===== src/hw/lock_pkg.sv =====
// Package: control codes, status layout and frame carriers for the lock logic
package lock_pkg;
  localparam int CTRL_W = 4;
  localparam int ADDR_W = 12;
  localparam int ADDR_HI_LSB = 4;
  localparam int ADDR_LO_MSB = 3;
  localparam logic [3:0] CTRL_READ_LOCK = 4'h3;
  localparam logic [3:0] CTRL_LOCK_ADDR_HI = 4'h4;
  localparam logic [3:0] CTRL_LOCK_ADDR_LO = 4'h5;
  localparam logic [3:0] CTRL_UNLOCK = 4'h6;
  localparam logic [3:0] CTRL_READ = 4'h7;
  localparam logic [3:0] CTRL_CMD_LOCK = 4'hA;
  localparam logic [3:0] CTRL_WRITE_LOCK = 4'hB;
  localparam logic [3:0] CTRL_CMD = 4'hE;
  localparam logic [3:0] CTRL_WRITE = 4'hF;
  localparam int STAT_LOCK_BIT = 2;
  localparam logic [7:0] STAT_RESET = 8'h00;
  localparam logic [11:0] ADDR_RESET = 12'h000;
  localparam logic [3:0] ZERO_NIB = 4'h0;
  localparam logic [7:0] ZERO_BYTE = 8'h00;
  typedef enum logic [2:0] {
    REQ_NONE, REQ_READ, REQ_WRITE, REQ_CMD, REQ_ADDR_HI, REQ_ADDR_LO, REQ_UNLOCK
  } req_e;
  // Header of a frame, given once the control field is complete
  typedef struct packed {
    logic [ADDR_W-1:0] master_addr;
    logic [CTRL_W-1:0] ctrl;
  } frame_hdr_s;
  // Frame end summary
  typedef struct packed {
    logic len_ack_zero;
    logic bytes_short;
    logic over_max;
  } frame_end_s;
endpackage


===== src/hw/bus_slave_control_lock_logic.sv =====
// Slave control field decode and multi-frame lock state
`timescale 1ns/1ps
module bus_slave_control_lock_logic (
  // Clock and reset
  input wire logic clk,
  input wire logic rst_n,
  // Frame header from the link layer
  input wire logic hdr_valid,
  input wire lock_pkg::frame_hdr_s hdr,
  // Received data byte
  input wire logic rx_valid,
  input wire logic [7:0] rx_byte,
  // Byte requested for transmit and buffer contents
  input wire logic tx_req,
  input wire logic [7:0] buf_byte,
  // Frame end with summary
  input wire logic frame_end,
  input wire lock_pkg::frame_end_s end_info,
  // Slave status byte from application, lock bit overridden
  input wire logic [7:0] app_status,
  // Decoded request and acceptance
  output logic [2:0] req_type,
  output logic hdr_accept,
  // Application data path
  output logic app_data_valid,
  output logic app_cmd_valid,
  output logic [7:0] app_byte,
  // Transmit byte
  output logic [7:0] tx_byte,
  // Lock state
  output logic locked,
  output logic [11:0] lock_addr,
  output logic [7:0] slave_status
);
  // Decoded request and frame state
  lock_pkg::req_e req_reg;
  lock_pkg::req_e req_next;
  logic active_reg;
  logic lockable_reg;
  logic lockable_next;
  logic [11:0] cur_addr_reg;

  // Lock state
  logic locked_reg;
  logic [11:0] lock_addr_reg;

  // Application and transmit data
  logic [7:0] app_byte_reg;
  logic app_data_reg;
  logic app_cmd_reg;
  logic [7:0] tx_byte_reg;

  // Qualifiers
  logic addr_ok;
  logic code_known;
  logic take_hdr;
  logic frame_close;
  logic byte_in;
  logic byte_out;
  logic lock_set;
  logic lock_clear;

  // Foreign masters are refused outright while locked
  assign addr_ok = !locked_reg || (hdr.master_addr == lock_addr_reg);
  assign code_known = (req_next != lock_pkg::REQ_NONE);
  assign take_hdr = hdr_valid && addr_ok && code_known;

  // A header wins over a frame end in the same cycle
  assign frame_close = frame_end && !hdr_valid;

  // Bytes of a refused frame never reach the application
  assign byte_in = rx_valid && active_reg;
  assign byte_out = tx_req && active_reg;

  always_comb begin
    unique case (hdr.ctrl)
      lock_pkg::CTRL_READ_LOCK, lock_pkg::CTRL_READ: req_next = lock_pkg::REQ_READ;
      lock_pkg::CTRL_WRITE_LOCK, lock_pkg::CTRL_WRITE: req_next = lock_pkg::REQ_WRITE;
      lock_pkg::CTRL_CMD_LOCK, lock_pkg::CTRL_CMD: req_next = lock_pkg::REQ_CMD;
      lock_pkg::CTRL_LOCK_ADDR_HI: req_next = lock_pkg::REQ_ADDR_HI;
      lock_pkg::CTRL_LOCK_ADDR_LO: req_next = lock_pkg::REQ_ADDR_LO;
      lock_pkg::CTRL_UNLOCK: req_next = lock_pkg::REQ_UNLOCK;
      default: req_next = lock_pkg::REQ_NONE;
    endcase
  end

  // Only the read, command and write lock codes may lock
  always_comb begin
    unique case (hdr.ctrl)
      lock_pkg::CTRL_READ_LOCK, lock_pkg::CTRL_CMD_LOCK, lock_pkg::CTRL_WRITE_LOCK: begin
        lockable_next = 1'b1;
      end
      default: begin
        lockable_next = 1'b0;
      end
    endcase
  end

  // Lock needs all three end conditions; other early endings leave it alone
  assign lock_set = frame_close && active_reg && lockable_reg &&
                    end_info.len_ack_zero && end_info.bytes_short &&
                    end_info.over_max;
  assign lock_clear = frame_close && active_reg &&
                      (req_reg == lock_pkg::REQ_UNLOCK);

  // Request of the running frame; refused headers leave none
  always_ff @(posedge clk) begin
    if (!rst_n) begin
      req_reg <= lock_pkg::REQ_NONE;
    end else if (hdr_valid) begin
      req_reg <= addr_ok ? req_next : lock_pkg::REQ_NONE;
    end else if (frame_end) begin
      req_reg <= lock_pkg::REQ_NONE;
    end
  end

  // Frame active flag
  always_ff @(posedge clk) begin
    if (!rst_n) begin
      active_reg <= 1'b0;
    end else if (hdr_valid) begin
      active_reg <= take_hdr;
    end else if (frame_end) begin
      active_reg <= 1'b0;
    end
  end

  // Lock capability of the running frame
  always_ff @(posedge clk) begin
    if (!rst_n) begin
      lockable_reg <= 1'b0;
    end else if (hdr_valid) begin
      lockable_reg <= lockable_next;
    end
  end

  // Address of the master of the running frame
  always_ff @(posedge clk) begin
    if (!rst_n) begin
      cur_addr_reg <= lock_pkg::ADDR_RESET;
    end else if (hdr_valid) begin
      cur_addr_reg <= hdr.master_addr;
    end
  end

  // Lock flag; a cancel only comes from an accepted master
  always_ff @(posedge clk) begin
    if (!rst_n) begin
      locked_reg <= 1'b0;
    end else if (lock_clear) begin
      locked_reg <= 1'b0;
    end else if (lock_set) begin
      locked_reg <= 1'b1;
    end
  end

  // Locking master address, zero while unlocked
  always_ff @(posedge clk) begin
    if (!rst_n) begin
      lock_addr_reg <= lock_pkg::ADDR_RESET;
    end else if (lock_clear) begin
      lock_addr_reg <= lock_pkg::ADDR_RESET;
    end else if (lock_set) begin
      lock_addr_reg <= cur_addr_reg;
    end
  end

  // Data write strobe to the application
  always_ff @(posedge clk) begin
    if (!rst_n) begin
      app_data_reg <= 1'b0;
    end else begin
      app_data_reg <= byte_in && (req_reg == lock_pkg::REQ_WRITE);
    end
  end

  // Command write strobe to the application
  always_ff @(posedge clk) begin
    if (!rst_n) begin
      app_cmd_reg <= 1'b0;
    end else begin
      app_cmd_reg <= byte_in && (req_reg == lock_pkg::REQ_CMD);
    end
  end

  // Last accepted byte, held until the next one
  always_ff @(posedge clk) begin
    if (!rst_n) begin
      app_byte_reg <= lock_pkg::ZERO_BYTE;
    end else if (byte_in) begin
      app_byte_reg <= rx_byte;
    end
  end

  // Transmit byte: buffer data or packed locked address
  always_ff @(posedge clk) begin
    if (!rst_n) begin
      tx_byte_reg <= lock_pkg::ZERO_BYTE;
    end else if (byte_out) begin
      unique case (req_reg)
        lock_pkg::REQ_READ: begin
          tx_byte_reg <= buf_byte;
        end
        lock_pkg::REQ_ADDR_HI: begin
          tx_byte_reg <= lock_addr_reg[lock_pkg::ADDR_W-1:lock_pkg::ADDR_HI_LSB];
        end
        lock_pkg::REQ_ADDR_LO: begin
          tx_byte_reg <= {lock_addr_reg[lock_pkg::ADDR_LO_MSB:0], lock_pkg::ZERO_NIB};
        end
        default: begin
          tx_byte_reg <= lock_pkg::ZERO_BYTE;
        end
      endcase
    end
  end

  // Application owns every status bit but the lock bit
  always_comb begin
    slave_status = app_status;
    slave_status[lock_pkg::STAT_LOCK_BIT] = locked_reg;
  end

  assign req_type = req_reg;
  assign hdr_accept = take_hdr;
  assign app_data_valid = app_data_reg;
  assign app_cmd_valid = app_cmd_reg;
  assign app_byte = app_byte_reg;
  assign tx_byte = tx_byte_reg;
  assign locked = locked_reg;
  assign lock_addr = lock_addr_reg;
endmodule // bus_slave_control_lock_logic


===== config.mk =====
export PLATFORM = sky130hd
export DESIGN_NAME = bus_slave_control_lock_logic
export DESIGN_NICKNAME = d
export VERILOG_FILES = /design/src/hw/lock_pkg.sv /design/src/hw/bus_slave_control_lock_logic.sv
export SDC_FILE = /design/constraint.sdc
export NUM_CORES = 1
export LEC_CHECK = 0
export BUFFER_PORTS_ARGS = -buffer_cell sky130_fd_sc_hd__clkbuf_2
export CORE_MARGIN = 4
export CORE_UTILIZATION = 34
export CTS_CLUSTER_SIZE = 25
export DETAILED_ROUTE_END_ITERATION = 16
export PLACE_DENSITY = 0.57
export SETUP_SLACK_MARGIN = 0.05
export SLEW_MARGIN = 0
export SYNTH_ARGS = -nofsm -noshare
export SYNTH_HDL_FRONTEND = slang
export SYNTH_SLANG_ARGS = --single-unit

===== constraint.sdc =====
create_clock -name clk -period 1.41 [get_ports clk]
set_input_delay 0.0705 -clock clk [delete_from_list [all_inputs] [get_ports clk]]
set_output_delay 0.0705 -clock clk [all_outputs]
set_load 0.02 [all_outputs]

==> out/results.txt <==
Antenna violation net count after detailed routing -> 0
Max Clock Skew -> 0.006105 ns
Core Footprint -> 6386 um2
RR Endpoint -> req_type[0]
CTS tree -> built
Worst-path cell chain -> xor2_2, nor4_2, a31oi_2, nor2b_2, clkbuf_8
FF-to-FF path depth -> 5
Clock power share -> 35.9%
Placer Congestion -> 0.7546
Failing checks -> negative setup slack
First-pass GRT wire length -> 9459 um
Peak Freq -> 600.1 MHz
Area contributors post-synth -> dfxtp_1, mux2i_1, nor2b_1
Final Setup Violations -> 1
Grt met1 use -> 19.60%
Setup slack after layout -> -0.2565 ns
Die Ht -> 89.50 um
Met2 usage -> 25.99%
Fillers -> 631
DRC Markers -> 0
Num CTS Buffers -> 5
Placed Area -> 2806 um2
Run status -> finished with violations
Seq/Total Area, Yosys -> 42.55%
Hold depth -> 3
Hold crit path type -> in2reg
Avg Inst Size Synth -> 8.998 um2
I/O Buffers -> 76
Site row count -> 29
Pre-antenna DRT Iters -> 4
Fin cells -> 424
Max-Cap Viols -> 0
Static Leak -> 1.342 nW
Register area -> 974.7 um2
RSZ-0062 raised after global routing -> true
Setup crit end kind -> output port
Most used routing layer -> met2
Number of synthesized register bits -> 48
Switching Power -> 632.9 uW
Crit Path Category -> reg2out
Crit-path slowest cell -> nor4_2
Initial DRC Count -> 49
Sequential share of power -> 52.2%
Yosys warns -> 0
Layout Cell Area excl Fill -> 3063 um2
Post-synth top area share -> 42.55%
DIE WIDTH -> 89.50 um
Starting Density -> 35.36%
Relative slew slack -> 67.60%
Crit path DAT -> 1.60 ns
Clock Sinks -> 48
Total wire length -> 6156 um
Area of the multi-input gates -> 1214 um2
Net Sw Frac -> 23.44%
FF-to-FF setup slack -> 0.06 ns
Synthesized area -> 2258 um2
Worst Hold Path EP -> app_byte[3]
Yosys cell types -> 34
Worst setup SP type -> flop
Worst path max stage delay -> 0.35 ns
Number of global-route vias before repair -> 2020
Die area -> 8010 um2
CP max FO -> 2
Mapped Nets -> 300
Met3 Resource Use GR -> 3.687%
# H-tree levels -> 2
Fin crit period -> 1.666 ns
Tot GR Track Use -> 15.34%
Tightest Pin Transition -> 0.4860 ns
Clock-pin slew of the registers on the worst-case setup and hold paths -> 0.09 ns
Setup_tns -> -0.2565 ns
Layout cells sized above 1 -> 39.19%
Fin crit share -> 118.2%
CTS root buf -> clkbuf_8
Placed Cells -> 408
Largest net degree at the start of global routing -> 26
R2R Path Start -> lock_addr[10]
Hold_sp -> rx_byte[3]
Design Power -> 2.700 mW
Logic pwr share -> 11.9%
Initial antenna violation count -> 0
Worst hold slack -> 0.005058 ns
Post-DP HPWL -> 4748 um
Area Overhead vs Synth -> 35.62%
Clock Latency Late Sink -> 0.30 ns
Clock buffer depth -> 2
Io pins -> 92
Final core area utilization -> 47.96%
Max Slew Vio Count -> 0
Post-layout nets -> 395
Required time of the worst setup path -> 1.34 ns
WL/cell -> 14.52 um
Via-to-Cell Ratio -> 4.778
Overflow after GRT -> 0
Via Count -> 2026
Worst VDD drop -> 0.0004205 V
Count of final hold-check violations -> 0
Int Pwr -> 2.067 mW
Area leader, netlist -> dfxtp_1
Pwr Density -> 881.6 nW/um2
Post-Syn Instances -> 251
Dpl ws -> -0.01638 ns
Antenna cells -> 0
how the worst max path moves through the flow:
stage | from | endpoint | cells past startpoint
final | lock_addr[10] | hdr_accept | 5
after global routing | lock_addr[11] | hdr_accept | 5
after CTS | lock_addr[7] | hdr_accept | 5
after detailed placement | lock_addr[11] | hdr_accept | 5
after global placement | lock_addr[11] | hdr_accept | 5
after floorplan | lock_addr[4] | hdr_accept | 4
logic make-up after synthesis:
| group | synth area share, % |
|---|---|
| xor+xnor | 5.042 |
| mux | 7.091 |
| compound gates | 18.39 |
| flops | 42.55 |
| buf+inv | 6.482 |
| simple gates | 20.44 |
cells in the mapped netlist:
| cell type | n |
|---|---|
| buf_4 | 12 |
| nor2b_1 | 24 |
| and2_1 | 1 |
| a21boi_0 | 8 |
| nor4_2 | 3 |
| nand2b_1 | 2 |
| buf_2 | 3 |
| nand2_2 | 1 |
| a31oi_1 | 1 |
| o2bb2ai_1 | 4 |
| inv_1 | 5 |
| nand3_1 | 1 |
| nand2_1 | 33 |
| a22oi_1 | 10 |
| mux2i_1 | 16 |
| o21ai_0 | 14 |
| a21oi_1 | 16 |
| nand3b_1 | 2 |
| dfxtp_1 | 48 |
| nor3_1 | 1 |
| a211oi_1 | 1 |
| nand3b_4 | 1 |
| nor2_2 | 1 |
| o22ai_1 | 1 |
| nor2_1 | 8 |
| a32oi_1 | 1 |
| a21boi_1 | 3 |
| clkbuf_1 | 6 |
| nor3_2 | 1 |
| nand4b_1 | 1 |
| nand4_1 | 4 |
| a22o_1 | 4 |
| o21ai_2 | 1 |
| xor2_1 | 13 |
area by class of cell:
| type | count | share of cell area, % |
|---|---|---|
| inverters | 5 | 0.6127 |
| flip-flops and latches | 48 | 31.82 |
| well taps | 77 | 3.145 |
| clock buffers | 6 | 2.369 |
| multi-input cells | 177 | 39.62 |
| clock inverters | 2 | 1.144 |
| repair buffers | 109 | 21.28 |
per-layer routing:
| layer | vias to the layer above | part of all wire [%] | routed length, um |
|---|---|---|---|
| li1 | 1046 | - | - |
| met1 | 927 | 45 | 2800 |
| met2 | 49 | 48 | 2941 |
| met3 | 4 | 6.0 | 368 |
| met4 | 0 | 0.73 | 45 |
| met5 | - | 0 | 0 |
power groups by stage:
stage                     combinational (mW)  sequential (mW)  clock, mW
after floorplan                        0.188             1.45          0
after global placement                 0.293             1.44          0
after detailed placement               0.295             1.44          0
after CTS                              0.314             1.41      0.998
after global routing                   0.354             1.41       1.06
final                                  0.323             1.41      0.968
what timing repair did:
action,in CTS,in global routing
endpoints found under the hold margin,6,0
resized for setup,4,10
setup buffers,1,2
setup endpoints to repair,1,12
hold buffers,6,0
pin swaps,3,7
cells in the final DEF, fill, tap and decap left out, types with 2 or more instances in the layout:
cell type | netlist | layout
clkbuf_2 | 0 | 75
dfxtp_1 | 48 | 37
nand2_1 | 33 | 33
buf_4 | 12 | 27
nor2b_1 | 24 | 23
a21oi_1 | 16 | 16
mux2i_1 | 16 | 16
o21ai_0 | 14 | 14
dfxtp_2 | 0 | 11
a22oi_1 | 10 | 10
xor2_1 | 13 | 9
a21boi_0 | 8 | 8
nor2_1 | 8 | 8
clkbuf_8 | 0 | 6
dlygate4sd3_1 | 0 | 6
inv_1 | 5 | 5
xor2_2 | 0 | 4
nand4_1 | 4 | 4
o2bb2ai_1 | 4 | 4
a22o_1 | 4 | 4
a21boi_1 | 3 | 3
nor4_4 | 0 | 2
nand2b_1 | 2 | 2
nand3b_1 | 2 | 2
critical path, delay by kind of cell, from the launching register on:
family	cells	cell delay, ns
buf+inv	1	0.15
xor+xnor	1	0.15
compound gates	1	0.15
simple gates	2	0.50
flops	1	0.34
Note: power is estimated with default switching activity, not from simulation.
